`src/logic/hall_cfg_pkg.sv`:
```
// Shared types and constants of the sensor configuration register block
package hall_cfg_pkg;

    localparam logic [7:0]  CONV_CFG_IDX = 8'h02;
    localparam logic [7:0]  INT_CFG_IDX  = 8'h03;
    localparam logic [31:0] CONV_WR_MASK = 32'h00FF_FFFF;
    localparam logic [31:0] INT_WR_MASK  = 32'h01FF_FFFF;
    localparam logic [31:0] CONV_RST     = 32'h0001_BFC0;
    localparam logic [31:0] INT_RST      = 32'h0000_0000;
    localparam int          MEAS_W       = 12;
    localparam int          THR_W        = 6;
    localparam int          AXES         = 3;
    localparam logic [1:0]  AXIS_X       = 2'h0;

    typedef enum logic [1:0] {PLATE_SINGLE, PLATE_DIFF, PLATE_COMMON, PLATE_ALT} plate_mode_t;
    typedef enum logic [1:0] {PWR_ACTIVE, PWR_SLEEP, PWR_DUTY_CYCLE} power_state_t;

    // Conversion and bus word; enables and axes ordered z, y, x from the top
    typedef struct packed {
        logic [7:0]  rsvd;
        logic [2:0]  sample_rate_select;
        logic [1:0]  plate_mode;
        logic        crc_en;
        logic        addr_from_store;
        logic [6:0]  stored_addr;
        logic        io_low_thr;
        logic [2:0]  ch_en;
        logic        int_latch_en;
        logic [4:0]  customer;
    } conv_cfg_t;

    // Interrupt word
    typedef struct packed {
        logic [6:0]            rsvd;
        logic                  signed_thr;
        logic                  delta_mode;
        logic                  nv_event_status;
        logic                  nv_record_en;
        logic [2:0]            int_en;
        logic [2:0][THR_W-1:0] thr;
    } int_cfg_t;

    typedef logic [AXES-1:0][MEAS_W-1:0] meas_set_t;

endpackage

```
`src/logic/axis_conversion_sequencer.sv`:
```
// Round-robin conversion sequencer over enabled axes with plate mode selection
`timescale 1ns/1ps
`default_nettype none
module axis_conversion_sequencer
    import hall_cfg_pkg::*;
(
    input  wire logic       ref_clk_i,
    input  wire logic       rst_n_i,
    input  wire logic       run_i,
    input  wire logic [2:0] ch_en_i,
    input  wire logic [1:0] plate_mode_i,
    input  wire logic       conv_done_i,
    output logic            conv_run_o,
    output logic [1:0]      conv_axis_o,
    output logic [1:0]      conv_plate_o
);
    logic [1:0] axis_q, axis_d;
    logic [2:0] alt_q, alt_d;
    logic [1:0] cand;

    always_comb begin
        axis_d = axis_q;
        alt_d  = alt_q;
        cand   = axis_q;
        if (!ch_en_i[axis_q] || conv_done_i) begin
            for (int i = 3; i >= 1; i--) begin
                cand = 2'((32'(axis_q) + i) % 3);
                if (ch_en_i[cand]) axis_d = cand;
            end
        end
        if (conv_done_i && run_i) alt_d[axis_q] = ~alt_q[axis_q];
    end

    always_ff @(posedge ref_clk_i) begin
        if (!rst_n_i) begin
            axis_q <= AXIS_X;
            alt_q  <= 3'h0;
        end else begin
            axis_q <= axis_d;
            alt_q  <= alt_d;
        end
    end

    assign conv_run_o   = run_i && ch_en_i[axis_q] && (axis_q != 2'h3);
    assign conv_axis_o  = axis_q;
    assign conv_plate_o = (plate_mode_i == PLATE_ALT) ? (alt_q[axis_q] ? PLATE_COMMON : PLATE_DIFF)
                                                      : plate_mode_i;
endmodule
`default_nettype wire

```
`src/logic/axis_threshold_compare.sv`:
```
// Per-axis interrupt comparison in threshold or delta mode
`timescale 1ns/1ps
`default_nettype none
module axis_threshold_compare
    import hall_cfg_pkg::*;
#(
    parameter int THR_SHIFT = 6
) (
    input  wire logic                  ref_clk_i,
    input  wire logic                  rst_n_i,
    input  wire logic                  meas_valid_i,
    input  wire meas_set_t             meas_i,
    input  wire int_cfg_t              cfg_i,
    input  wire logic                  duty_cycle_i,
    output logic                       event_o,
    output logic                       event_new_o
);
    localparam int CW = MEAS_W + THR_W + THR_SHIFT + 2;

    meas_set_t          base_q, base_d;
    logic               have_q, have_d, ev_q, ev_d, new_q, new_d;
    logic [AXES-1:0]    hit;

    for (genvar a = 0; a < AXES; a++) begin : g_axis
        logic signed [CW-1:0] v, t;
        always_comb begin
            v = CW'($signed(meas_i[a])) - (cfg_i.delta_mode ? CW'($signed(base_q[a])) : '0);
            t = cfg_i.signed_thr ? CW'($signed(cfg_i.thr[a])) <<< THR_SHIFT
                                 : CW'({1'b0, cfg_i.thr[a]}) <<< THR_SHIFT;
            if (!cfg_i.int_en[a])
                hit[a] = 1'b0;
            else if (!cfg_i.signed_thr)
                hit[a] = (v > t) || (v < -t);
            else
                hit[a] = (t >= 0) ? (v > t) : (v < t);
        end
    end

    always_comb begin
        base_d = base_q;
        have_d = have_q && duty_cycle_i;
        ev_d   = ev_q;
        new_d  = 1'b0;
        if (meas_valid_i) begin
            if (cfg_i.delta_mode && !have_q) begin
                have_d = duty_cycle_i;
                base_d = meas_i;
                ev_d   = 1'b0;
            end else begin
                ev_d  = |hit;
                new_d = |hit;
            end
        end
    end

    always_ff @(posedge ref_clk_i) begin
        if (!rst_n_i) begin
            base_q <= '0;
            have_q <= 1'b0;
            ev_q   <= 1'b0;
            new_q  <= 1'b0;
        end else begin
            base_q <= base_d;
            have_q <= have_d;
            ev_q   <= ev_d;
            new_q  <= new_d;
        end
    end

    assign event_o     = ev_q;
    assign event_new_o = new_q;
endmodule
`default_nettype wire

```
`src/logic/hall_sensor_config_regs.sv`:
```
// Configuration and interrupt register bank of the three-axis field sensor
`timescale 1ns/1ps
`default_nettype none

module hall_sensor_config_regs
    import hall_cfg_pkg::*;
#(
    parameter int THR_SHIFT = 6
) (
    input  wire logic          ref_clk_i,
    input  wire logic          rst_n_i,
    input  wire logic          reg_wr_i,
    input  wire logic          reg_rd_i,
    input  wire logic [7:0]    reg_addr_i,
    input  wire logic [31:0]   reg_wdata_i,
    output logic [31:0]        reg_rdata_o,
    output logic               reg_ack_o,
    output logic               reg_err_o,
    input  wire logic          customer_access_i,
    input  wire logic          nvm_ready_i,
    input  wire logic [31:0]   nvm_conv_word_i,
    input  wire logic [31:0]   nvm_int_word_i,
    output logic               nvm_prog_req_o,
    output logic [7:0]         nvm_prog_addr_o,
    output logic [31:0]        nvm_prog_data_o,
    input  wire logic          nvm_prog_done_i,
    output logic               cfg_loaded_o,
    output logic [2:0]         sample_rate_select_o,
    output logic               crc_en_o,
    output logic               io_low_thr_o,
    input  wire logic [6:0]    addr_pin_code_i,
    input  wire logic          addr_pins_at_supply_i,
    output logic [6:0]         bus_addr_o,
    input  wire power_state_t  power_state_i,
    input  wire logic          conv_done_i,
    output logic               conv_run_o,
    output logic [1:0]         conv_axis_o,
    output logic [1:0]         conv_plate_o,
    input  wire logic          meas_valid_i,
    input  wire meas_set_t     meas_i,
    input  wire logic          int_clear_i,
    output logic               int_flag_o,
    output logic               int_n_o,
    output logic               int_write_busy_o
);
    typedef enum logic {ST_LOAD, ST_RUN} bank_state_t;

    bank_state_t st_q, st_d;
    conv_cfg_t   conv_q, conv_d;
    int_cfg_t    int_q, int_d;
    logic [31:0] rdata_q, rdata_d, pdata_q, pdata_d;
    logic [7:0]  paddr_q, paddr_d;
    logic [6:0]  baddr_q, baddr_d;
    logic        ack_q, ack_d, err_q, err_d;
    logic        preq_q, preq_d, rbusy_q, rbusy_d, rpend_q, rpend_d;
    logic        flag_q, flag_d;
    logic        is_conv, is_int, wr_ok, rec_evt, prog_free;
    logic        ev_lvl, ev_new, run;

    assign run     = (st_q == ST_RUN) && (power_state_i != PWR_SLEEP);
    assign is_conv = (reg_addr_i == CONV_CFG_IDX);
    assign is_int  = (reg_addr_i == INT_CFG_IDX);
    assign wr_ok   = reg_wr_i && customer_access_i && (st_q == ST_RUN) && !preq_q && (is_conv || is_int);
    assign rec_evt = ev_new && int_q.nv_record_en && (st_q == ST_RUN);

    axis_conversion_sequencer u_seq (
        .ref_clk_i    (ref_clk_i),
        .rst_n_i      (rst_n_i),
        .run_i        (run),
        .ch_en_i      (conv_q.ch_en),
        .plate_mode_i (conv_q.plate_mode),
        .conv_done_i  (conv_done_i),
        .conv_run_o   (conv_run_o),
        .conv_axis_o  (conv_axis_o),
        .conv_plate_o (conv_plate_o)
    );

    axis_threshold_compare #(
        .THR_SHIFT (THR_SHIFT)
    ) u_cmp (
        .ref_clk_i    (ref_clk_i),
        .rst_n_i      (rst_n_i),
        .meas_valid_i (meas_valid_i && (st_q == ST_RUN)),
        .meas_i       (meas_i),
        .cfg_i        (int_q),
        .duty_cycle_i (power_state_i == PWR_DUTY_CYCLE),
        .event_o      (ev_lvl),
        .event_new_o  (ev_new)
    );

    // Working copies, host access and loading
    always_comb begin
        st_d    = st_q;
        conv_d  = conv_q;
        int_d   = int_q;
        ack_d   = reg_wr_i || reg_rd_i;
        err_d   = (reg_wr_i && !wr_ok) || (reg_rd_i && !(is_conv || is_int));
        rdata_d = rdata_q;
        if (reg_rd_i) begin
            if (is_conv)
                rdata_d = 32'(conv_q);
            else if (is_int)
                rdata_d = 32'(int_q);
            else
                rdata_d = 32'h0000_0000;
        end
        case (st_q)
            ST_LOAD: begin
                if (nvm_ready_i) begin
                    conv_d = conv_cfg_t'(nvm_conv_word_i & CONV_WR_MASK);
                    int_d  = int_cfg_t'(nvm_int_word_i & INT_WR_MASK);
                    st_d   = ST_RUN;
                end
            end
            ST_RUN: begin
                if (wr_ok && is_conv)
                    conv_d = conv_cfg_t'(reg_wdata_i & CONV_WR_MASK);
                if (wr_ok && is_int)
                    int_d = int_cfg_t'(reg_wdata_i & INT_WR_MASK);
            end
            default: st_d = ST_LOAD;
        endcase
        if (rec_evt)
            int_d.nv_event_status = 1'b1;
    end

    // Non-volatile programming of host writes and event records
    always_comb begin
        preq_d    = preq_q;
        paddr_d   = paddr_q;
        pdata_d   = pdata_q;
        rbusy_d   = rbusy_q;
        rpend_d   = rpend_q || rec_evt;
        prog_free = !preq_q || nvm_prog_done_i;
        if (preq_q && nvm_prog_done_i) begin
            preq_d  = 1'b0;
            rbusy_d = 1'b0;
        end
        if (wr_ok) begin
            preq_d  = 1'b1;
            paddr_d = reg_addr_i;
            pdata_d = is_conv ? 32'(conv_d) : 32'(int_d);
            rbusy_d = 1'b0;
        end else if (rpend_d && prog_free) begin
            preq_d  = 1'b1;
            paddr_d = INT_CFG_IDX;
            pdata_d = 32'(int_d);
            rbusy_d = 1'b1;
            rpend_d = 1'b0;
        end
    end

    // Interrupt flag and bus address selection
    always_comb begin
        if (conv_q.int_latch_en)
            flag_d = (flag_q && !int_clear_i) || ev_new;
        else
            flag_d = ev_lvl;
        if (conv_q.addr_from_store || addr_pins_at_supply_i)
            baddr_d = conv_q.stored_addr;
        else
            baddr_d = addr_pin_code_i;
    end

    always_ff @(posedge ref_clk_i) begin
        if (!rst_n_i) begin
            st_q    <= ST_LOAD;
            conv_q  <= conv_cfg_t'(CONV_RST);
            int_q   <= int_cfg_t'(INT_RST);
            rdata_q <= 32'h0000_0000;
            ack_q   <= 1'b0;
            err_q   <= 1'b0;
            preq_q  <= 1'b0;
            paddr_q <= 8'h00;
            pdata_q <= 32'h0000_0000;
            rbusy_q <= 1'b0;
            rpend_q <= 1'b0;
            flag_q  <= 1'b0;
            baddr_q <= 7'h00;
        end else begin
            st_q    <= st_d;
            conv_q  <= conv_d;
            int_q   <= int_d;
            rdata_q <= rdata_d;
            ack_q   <= ack_d;
            err_q   <= err_d;
            preq_q  <= preq_d;
            paddr_q <= paddr_d;
            pdata_q <= pdata_d;
            rbusy_q <= rbusy_d;
            rpend_q <= rpend_d;
            flag_q  <= flag_d;
            baddr_q <= baddr_d;
        end
    end

    assign reg_rdata_o          = rdata_q;
    assign reg_ack_o            = ack_q;
    assign reg_err_o            = err_q;
    assign nvm_prog_req_o       = preq_q;
    assign nvm_prog_addr_o      = paddr_q;
    assign nvm_prog_data_o      = pdata_q;
    assign cfg_loaded_o         = (st_q == ST_RUN);
    assign sample_rate_select_o = conv_q.sample_rate_select;
    assign crc_en_o             = conv_q.crc_en;
    assign io_low_thr_o         = conv_q.io_low_thr;
    assign bus_addr_o           = baddr_q;
    assign int_flag_o           = flag_q;
    assign int_n_o              = ~flag_q;
    assign int_write_busy_o     = rbusy_q;
endmodule
`default_nettype wire

```
`config.mk`:
```
export PLATFORM = sky130hd
export DESIGN_NAME = hall_sensor_config_regs
export DESIGN_NICKNAME = d
export VERILOG_FILES = /design/src/logic/hall_cfg_pkg.sv /design/src/logic/axis_conversion_sequencer.sv /design/src/logic/axis_threshold_compare.sv /design/src/logic/hall_sensor_config_regs.sv
export SDC_FILE = /design/constraint.sdc
export NUM_CORES = 1
export LEC_CHECK = 0
export ABC_AREA = 1
export BUFFER_PORTS_ARGS = -buffer_cell sky130_fd_sc_hd__buf_2
export CORE_MARGIN = 5
export CORE_UTILIZATION = 57
export DETAILED_ROUTE_END_ITERATION = 16
export PLACE_DENSITY = 0.84
export SYNTH_ARGS = -nofsm -noshare
export SYNTH_HDL_FRONTEND = slang
export SYNTH_SLANG_ARGS = --single-unit
```
`constraint.sdc`:
```
create_clock -name ref_clk_i -period 4.8 [get_ports ref_clk_i]
set_input_delay 0.96 -clock ref_clk_i [delete_from_list [all_inputs] [get_ports ref_clk_i]]
set_output_delay 0.96 -clock ref_clk_i [all_outputs]
set_load 0.005 [all_outputs]
```
# Word-level counts from Yosys, hierarchy flattened
# Cells that the tools add are included.
dict set report word_totals {
  register_bits 194
  latch_bits 0
  ramBits 0
  rom_bits 0
  in_bits 160
  out_inout_bits 96
  wordCells 183
  mem_count 0
}
dict set report classes {
  add_sub_neg 9
  n_mul 0
  n_div 3
  magnitude_cmp 17
  n_eq_ne 6
  shift 0
  muxes 59
  n_bitwise 4
  reduce_logical 47
}
# cell count
set ops {}
lappend ops {{2-to-1 mux 32 bit} 9}
lappend ops {{less-than comparator 26 bit} 6}
lappend ops {{2-to-1 mux 26 bit} 6}
lappend ops {{one-hot mux 32 bit (2 select lines)} 2}
lappend ops {{modulo 32 x 2 -> 32 bit, second input constant} 3}
lappend ops {{>= comparator 26 x 1 -> 1 bit, second input constant} 3}
lappend ops {{greater-than comparator 26 bit} 3}
lappend ops {{negation 26 bit} 3}
lappend ops {{subtractor 26 bit} 3}
lappend ops {{2-to-1 mux 1 bit} 27}
lappend ops {{logical AND 1 bit} 21}
lappend ops {{== test 8 x 2 -> 1 bit, second input constant} 2}
lappend ops {{2-to-1 mux 8 bit} 2}
lappend ops {{less-than comparator 2 x 3 -> 1 bit, second input constant} 4}
lappend ops {{logical OR 1 bit} 11}
lappend ops {{binary-select mux 1 bit (select 2 bit)} 5}
lappend ops {{2-to-1 mux 2 bit} 5}
lappend ops {{2-to-1 mux 7 bit} 1}
lappend ops {{adder 2 x 2 -> 3 bit, second input constant} 2}
lappend ops {{logical NOT 1 bit} 6}
lappend ops {{AND reduction 2 bit} 3}
lappend ops {{nonzero test 3 bit} 2}
lappend ops {{== test 2 bit, second input constant} 2}
lappend ops {{NOT 1 bit} 4}
lappend ops {{other kinds (9)} 10}

# Longest topological paths before layout
# Gate-level depths: netlist of run 1.
dict set report logic_depth {
  word_depth 10
  depth_mapped 33
  depth_no_buf 32
}

# Cells and area by module
# From an unflattened synthesis of run 1, not the netlist that was laid out.
dict set report hier_totals {
  cells_unflattened 2148
  hier_area_um2 14564.0
}
# mod instances cells_per_inst area_per_inst_um2 seq_area_each_um2
set by_module_without_submodules {}
lappend by_module_without_submodules {hall_sensor_config_regs 1 969 7069.3 3002.9}
lappend by_module_without_submodules {axis_threshold_compare 1 1096 6988.0 780.7}
lappend by_module_without_submodules {axis_conversion_sequencer 1 83 506.7 100.1}

# Worst setup path after synthesis of run 1
# OpenSTA, ideal clock, no wires.
dict set report synth_timing {
  path_kind {input port to flip-flop}
  from {in meas_i[12] (netlist name)}
  to {reg u_cmp.ev_q (netlist: u_cmp.event_o)}
  setup_time_ns 0.114
  t_arrival_ns 3.947
  required_ns 4.686
  setup_slack_ns 0.740
  path_stages 28
  n_path_buf 0
  path_cell_list {inv_1 ha_1 fa_1 nand3b_1 nand2_1 a21oi_1 nor2_1 nor2_1 inv_1 nand3_1 nand2_1 nand3_1 o21ai_1 o21ai_0 ha_1 nand2_1 nor2_1 nand2_1 nor2_1 nand3_1 nor2_1 nand2_1 nand2_1 nand2_1 nand3_1 nand3_1 nand2_1 nand2_1}
}
dict set report synth_between {
  elab_chain_cells 7
  elab_cells_between_ends 10
  cone_classes {add/sub (1); order compare (3); mux (4); reduce/logical (2)}
}
# element line
set synth_lines {}
lappend synth_lines {{start: declaration} hall_sensor_config_regs.sv:40} ;# input wire meas_set_t meas_i,
lappend synth_lines {{subtractor 26 bit *} axis_threshold_compare.sv:27} ;# v = CW'($signed(meas_i[a])) - (cfg_i.delta_mode ? CW'($signed(base_q[a])) : '0);
lappend synth_lines {{less-than comparator 26 bit (tied with other cells)} axis_threshold_compare.sv:35} ;# hit[a] = (t >= 0) ? (v > t) : (v < t);
lappend synth_lines {{2-to-1 mux 1 bit / logical OR 1 bit (equally long branches)} {axis_threshold_compare.sv:35, axis_threshold_compare.sv:33}}
lappend synth_lines {{2-to-1 mux 1 bit *} axis_threshold_compare.sv:32} ;# else if (!cfg_i.signed_thr)
lappend synth_lines {{2-to-1 mux 1 bit *} axis_threshold_compare.sv:30} ;# if (!cfg_i.int_en[a])
lappend synth_lines {{OR reduction 3 bit *} axis_threshold_compare.sv:50} ;# ev_d = |hit;
lappend synth_lines {{2-to-1 mux 1 bit *} axis_threshold_compare.sv:45} ;# if (cfg_i.delta_mode && !have_q) begin
lappend synth_lines {{end signal: assignment} axis_threshold_compare.sv:65} ;# ev_q <= ev_d;
lappend synth_lines {{end: declaration} axis_threshold_compare.sv:21} ;# logic have_q, have_d, ev_q, ev_d, new_q, new_d;
# Mark *: on every way between the ends. The rest lies on a longest branch, timed or not.
# A chain may end at the register's enable or synchronous reset.

# Worst setup path after layout of run 1
dict set report layout_timing {
  from {reg int_q[23] (netlist name)}
  to {reg u_cmp.ev_q (netlist: u_cmp.event_o)}
}
dict set report layout_between {
  elab_chain_cells 8
  elab_cells_between_ends 30
  cone_classes {add/sub (3); order compare (9); mux (13); reduce/logical (5)}
}
# element line
set layout_lines {}
lappend layout_lines {{start: declaration} hall_sensor_config_regs.sv:50} ;# int_cfg_t int_q, int_d;
lappend layout_lines {{start signal: assignment} hall_sensor_config_regs.sv:169} ;# int_q <= int_cfg_t'(INT_RST);
lappend layout_lines {{start signal: assignment} hall_sensor_config_regs.sv:183} ;# int_q <= int_d;
lappend layout_lines {{2-to-1 mux 26 bit} axis_threshold_compare.sv:27}
lappend layout_lines {{subtractor 26 bit} axis_threshold_compare.sv:27}
lappend layout_lines {{less-than comparator 26 bit (tied with other cells)} axis_threshold_compare.sv:35}
lappend layout_lines {{2-to-1 mux 1 bit / logical OR 1 bit (equally long branches)} {axis_threshold_compare.sv:35, axis_threshold_compare.sv:33}}
lappend layout_lines {{2-to-1 mux 1 bit} axis_threshold_compare.sv:32}
lappend layout_lines {{2-to-1 mux 1 bit} axis_threshold_compare.sv:30}
lappend layout_lines {{OR reduction 3 bit} axis_threshold_compare.sv:50}
lappend layout_lines {{2-to-1 mux 1 bit *} axis_threshold_compare.sv:45}
# Marks and branches as above.

==> metrics.md, run 1 <==
| Metric | Value |
|---|---|
| Outcome | completed |
| Starting density of the core | 58.1% |
| Average cell area after synthesis | 6.83 µm² |
| Hold Path Sink | conv_q[25] |
| CTS tree | yes |
| Static Leak | 0.00854 µW |
| WL/cell | 16.9 µm |
| Initial antenna violation count | 8 |
| Peak VDD IR | 0.259 mV |
| Synth cell types | 51 |
| Largest net degree at the start of global routing | 67 |
| Cell row count | 57 |
| Pre-CTS setup slack | 0.194 ns |
| Hold depth | 2 |
| Worst Path Max Fanout | 20 |
| Post-route cell area | 16100 µm² |
| H-Tree Level Count | 4 |
| WS Path Type | register to register |
| Post-DP Area | 15500 µm² |
| Max Clock Freq | 0.233 GHz |
| # Max-Cap Violations | 0 |
| RSZ-0062 raised after global routing | false |
| Filler cells | 2204 |
| Seq/Total Area, Yosys | 27.4% |
| Post-synth top area share | 27.4% |
| Share of cells above drive strength 1 | 14.4% |
| Ys async rst share | 0% |
| TritonRoute pass-1 iters | 6 |
| Prevailing post-synth register cell | dfxtp_1 |
| Setup tns final | 0 ns |
| Clk_skew | 0.0187 ns |
| CP Launch Type | register |
| Synth top area cells | dfxtp_1 27%, ha_1 15%, nand2_1 11% |
| Buffers on Ports | 233 |
| Relative slew slack | 21.2% |
| Reg2reg start | int_q[23] |
| Post-CTS Hold Buffers | 0 |
| Cell mode on critical path | nand2_1 |
| Worst-Margin Slew | 1.18 ns |
| CTS clk-pin slew, worst paths | 0.08 ns |
| Synth Warn # | 0 |
| Clock Tree Buf Depth | 2 |
| Arr. time, crit path | 4.62 ns |
| Power per standard cell area | 286 nW/µm² |
| R2R cell count | 31 |
| Final period util | 89.3% |
| Crit path required time | 5.13 ns |
| CP max stage delay | 0.41 ns |
| Drc violations | 0 |
| Worst skew pair latency | 0.45 ns |
| Buffers & Inverters on Critical Path | 4 |
| Min-delay src | conv_q[25] |
| FF-to-FF End | u_cmp.event_o |
| CP delay by family, top | simple AND/OR/NAND/NOR gates |
| Post-synth EDFFs | 0 |
| Final Instance Count excl. Fillers | 2594 |
| Chip height | 168 µm |
| Area leader, netlist | dfxtp_1 |
| Post-synthesis cell area | 14200 µm² |
| Post-synth net total | 2411 |
| Layout area overhead | 13.9% |
| Number of DRC markers in iteration 0 | 1280 |
| Placeable Area | 24400 µm² |
| Placed cell count | 2555 |
| Seq cells post-synth | 194 |
| Hold Crit Class | register to register |
| Final setup viols | 0 |
| Routed vias | 14.8k |
| DRT Wirelength | 43.8 mm |
| CTS root buf | clkbuf_16 |
| Hold Vio Cnt, Final | 0 |
| Total chip power | 4610 µW |
| CP endpoint kind | register |
| First-pass GRT wire length | 69.8 mm |
| PnR worst setup slack | 0.515 ns |
| ANT nets after route | 0 |
| Slowest-stage cell, CP | dfxtp_2 |
| Die area | 28100 µm² |
| DR vias/cell | 5.72 |
| Slew Limit Fails | 0 |
| GRT overflow | 0 |
| Global Route Usage Sum | 29.9% |
| CTS Buf Count | 17 |
| Final #Nets | 2587 |
| Minimum clock period | 4.29 ns |
| Clk sinks | 194 |
| Vias in the first global route | 14.4k |
| Die extent in x | 168 µm |
| Routability cong. | 0.946 |
| Num ports | 256 |
| DP HPWL | 32.3 mm |
| Flop2flop setup slack | 0.51 ns |
| Post-Synthesis Cells | 2074 |
-- what timing repair did --
item | 4_1_cts | 5_1_grt
endpoints found under the setup margin | 0 | 2
resized for setup | 0 | 1
buffers inserted | 0 | 0
-- cell usage in the layout (no fill, tap or decap), types with 4 or more instances in the layout --
master,synthesis,final
nand2_1,411,411
inv_1,290,289
buf_2,16,232
nor2_1,209,207
dfxtp_1,194,193
a21oi_1,178,178
ha_1,174,174
o21ai_0,138,138
o21ai_1,77,77
nand3_1,51,51
a22oi_1,45,45
xor2_1,34,34
o221ai_1,32,32
nor3_1,21,20
clkbuf_16,0,17
buf_4,6,16
nand4_1,13,13
nand3b_1,11,11
inv_2,8,9
o31ai_1,8,8
a211oi_1,8,8
a21o_1,8,8
a31oi_1,8,8
a21oi_2,8,8
diode_2,0,7
clkinv_1,7,7
inv_12,0,6
or2_2,5,5
xnor2_1,5,5
nor2_4,3,5
o21bai_1,4,4
clkinv_8,0,4
-- cell type report --
cell class | instances | area, µm² | area share [%]
Antenna cell | 7 | 17.5 | 0.109
Clock inverter | 15 | 211 | 1.31
Clock buffer | 17 | 425 | 2.64
Multi-Input combinational cell | 1481 | 8730 | 54.1
Tap cell | 324 | 405 | 2.51
Timing Repair Buffer | 249 | 1300 | 8.07
Inverter | 307 | 1160 | 7.17
Sequential cell | 194 | 3880 | 24.1
-- where the power goes --
| group | switching [µW] | internal (µW) | total [µW] |
|---|---|---|---|
| registers | 59.7 | 1670 | 1730 |
| clock network | 802 | 736 | 1540 |
| logic | 830 | 509 | 1340 |
| total | 1690 | 2920 | 4610 |
-- worst reg2reg max path, delay by kind of cell (launching register included) --
family / cells / cell delay, ns
AO/OA/AOI/OAI: 3 / 0.33
adder cells (fa/ha/maj): 3 / 0.94
buffers and inverters: 4 / 0.44
flip-flops: 1 / 0.41
AND/OR/NAND/NOR: 21 / 2.07
-- flip-flops by register name (all words and copies together) (netlist names), 2 cells and up --
register              count
sample_rate_select_o      3
nvm_prog_data_o          32
bus_addr_o                7
u_seq.conv_axis_o         2
nvm_prog_addr_o           8
u_seq.alt_q               3
conv_q                   27
reg_rdata_o              32
int_q                    32
u_cmp.base_q             36
-- stage by stage --
step | hold WS (ns) | utilization [%]
floorplan | 0.419 | -
CTS | 0.445 | 66.1
global placement | 0.419 | 63.5
global route | 0.465 | 66.1
finish | 0.443 | 66.1
detailed placement | 0.431 | 63.5
-- worst max-delay path by stage --
stage | cells past startpoint | start | to
final | 31 | int_q[23] | u_cmp.event_o
after global routing | 32 | int_q[23] | u_cmp.event_o
after CTS | 25 | int_q[23] | u_cmp.event_o
after detailed placement | 29 | meas_i[24] | u_cmp.event_o
after global placement | 29 | meas_i[24] | u_cmp.event_o
after floorplan | 28 | meas_i[12] | u_cmp.event_o
-- synth_stat cells, types with 11 or more instances --
cell / count
o21ai_0: 138
a22oi_1: 45
nor3_1: 21
xor2_1: 34
nand4_1: 13
clkbuf_1: 55
nor2_1: 209
nand3b_1: 11
a21oi_1: 178
o21ai_1: 77
inv_1: 290
buf_1: 11
o221ai_1: 32
nand3_1: 51
ha_1: 174
dfxtp_1: 194
buf_2: 16
nand2_1: 411
-- metal layers --
layer | part of all wire (%) | global-route usage [%] | routed length [µm]
met5 | 0.030 | 0 | 13
met4 | 5.9 | 15.9 | 2580
met3 | 9.6 | 8.04 | 4200
met2 | 46 | 50.9 | 20300
met1 | 38 | 34.4 | 16700
-- logic make-up (layout without fill, tap and decap cells) --
kind of cell             after synthesis  after routing  synth area share [%]
XOR/XNOR                              39             39                  2.41
AND/OR/NAND/NOR                      739            739                  21.8
other                                  0              7                     0
AO/OA/AOI/OAI                        526            526                  21.5
adder cells (fa/ha/maj)              177            177                  15.8
flip-flops                           194            194                  27.4
buffers and inverters                399            588                  11.1
Note: power is estimated with default switching activity, not from simulation.
==> run 2, diff against run 1 <==
--- a/config.mk
+++ b/config.mk
@@ -8,9 +8,9 @@
 export ABC_AREA = 1
 export BUFFER_PORTS_ARGS = -buffer_cell sky130_fd_sc_hd__buf_2
 export CORE_MARGIN = 5
-export CORE_UTILIZATION = 57
+export CORE_UTILIZATION = 50
 export DETAILED_ROUTE_END_ITERATION = 16
-export PLACE_DENSITY = 0.84
+export PLACE_DENSITY = 0.76
 export SYNTH_ARGS = -nofsm -noshare
 export SYNTH_HDL_FRONTEND = slang
 export SYNTH_SLANG_ARGS = --single-unit
==> run 2 against run 1 <==
Net effect: sequential share of layout area is 0.19 points lower; first-iteration DRC count down 11%; via count shrank 2.7%; power is 0.41% higher; cell count up 2.5%.
==> metrics.md, run 2 (synthesis gave the netlist of run 1 again) <==
| Metric | Value |
|---|---|
| DRT Wirelength | 43.8 mm |
| Final #Nets | 2591 |
| CTS Buf Count | 17 |
| DR vias/cell | 5.43 |
| CTS root buf | clkbuf_16 |
| Die extent in x | 178 µm |
| CP max stage delay | 0.41 ns |
| Number of DRC markers in iteration 0 | 1136 |
| Relative slew slack | 20.4% |
| Worst Path Max Fanout | 7 |
| Largest Register | u_cmp.base_q |
| Slowest-stage cell, CP | fa_1 |
| Flip-flop and latch area | 3880 µm² |
| Hold depth | 2 |
| Post-CTS Hold Buffers | 0 |
| Commonest non-fill, non-tap cells in the layout | 411 x nand2_1, 289 x inv_1, 232 x buf_2 |
| Cts repair resizes | 0 |
| Worst skew pair latency | 0.45 ns |
| # Max-Cap Violations | 0 |
| Chip height | 178 µm |
| Crit path required time | 5.13 ns |
| Static Leak | 0.00856 µW |
| Share of cells above drive strength 1 | 14.6% |
| Clock Tree Buf Depth | 2 |
| R2R cell count | 30 |
| CP endpoint kind | register |
| Largest register FFs | 36 |
| Layout area overhead | 14.8% |
| First-pass GRT wire length | 68.4 mm |
| PnR worst setup slack | 0.631 ns |
| Footprint of the multi-input gates | 8730 µm² |
| Vias in the first global route | 13.6k |
| Num ports | 256 |
| WS Path Type | input pin to register |
| Peak VDD IR | 0.239 mV |
| Max Clock Freq | 0.240 GHz |
| Buffers on Ports | 233 |
| DP HPWL | 32.2 mm |
| Commonest non-fill, non-tap cell in the layout | nand2_1 |
| Largest net degree at the start of global routing | 78 |
| Routability cong. | 0.956 |
| Clk sinks | 194 |
| TritonRoute pass-1 iters | 6 |
| Postcts setup bufs | 0 |
| Starting density of the core | 50.9% |
| Cell mode on critical path | nand2_1 |
| CTS tree | yes |
| Routed vias | 14.4k |
| Drc violations | 0 |
| Clk_skew | 0.0265 ns |
| Pre-CTS setup slack | 0.168 ns |
| Hold Crit Class | register to register |
| Die area | 31800 µm² |
| Slew Limit Fails | 0 |
| GRT overflow | 0 |
| RSZ-0062 raised after global routing | false |
| Final design utilization | 58.4% |
| Placeable Area | 27900 µm² |
| CTS clk-pin slew, worst paths | 0.08 ns |
| Power per standard cell area | 285 nW/µm² |
| Cell row count | 61 |
| Global Route Usage Sum | 26.7% |
| Initial antenna violation count | 13 |
| Minimum clock period | 4.17 ns |
| ANT nets after route | 0 |
| Outcome | completed |
| Arr. time, crit path | 4.50 ns |
| CP Launch Type | input pin |
| Filler cells | 2671 |
| H-Tree Level Count | 4 |
| WL/cell | 16.5 µm |
| Hold Vio Cnt, Final | 0 |
| Final setup viols | 0 |
| Setup tns final | 0 ns |
| Worst-Margin Slew | 1.19 ns |
| Final period util | 86.9% |
## run 2: report_power, final
part / leakage [µW] / switching, µW / internal [µW]
sequential: 0.00158 / 53.7 / 1670
combinational: 0.00667 / 819 / 511
clock: 0.000314 / 824 / 747
## run 2: per-stage QoR
stage | hold WS (ns) | cells | cell area (µm²) | total power [µW]
final | 0.442 | 2658 | 16300 | 4630
after detailed placement | 0.426 | 2613 | 15600 | 3070
after CTS | 0.442 | 2645 | 16200 | 4630
after floorplan | 0.419 | 2074 | 14200 | 2690
after global routing | 0.457 | 2655 | 16300 | 4920
after global placement | 0.424 | 2613 | 15600 | 3020
## run 2: path summary, 6_finish.rpt
kind,from,to,slack [ns]
max,meas_i[24],u_cmp.event_o,0.63
min reg2reg,nvm_prog_addr_o[2],nvm_prog_addr_o[2],0.44
min,nvm_prog_addr_o[2],nvm_prog_addr_o[2],0.44
max reg2reg,int_q[23],u_cmp.event_o,0.67
## run 2: metal layers
| layer | routed length, µm | global-route usage, % |
|---|---|---|
| met1 | 18300 | 33.1 |
| met2 | 20500 | 44.6 |
| met3 | 3520 | 6.36 |
| met4 | 1510 | 10.7 |
| met5 | 27 | 0 |
## run 2: final cells by class
type	count	area share (%)
Multi-Input combinational cell	1481	53.7
Sequential cell	194	23.9
Timing Repair Buffer	253	8.19
Inverter	307	7.12
Tap cell	378	2.91
Clock buffer	17	2.62
Clock inverter	15	1.39
Antenna cell	13	0.200
## run 2: worst max-delay path, delay by kind of cell
family                     cells  cell delay [ns]
adders and majority gates      3             0.94
xor gates and xnor gates       1             0.17
and+or+nand+nor               19             1.88
AOI/OAI and AO/OA              2             0.31
buffers and inverters          4             0.23
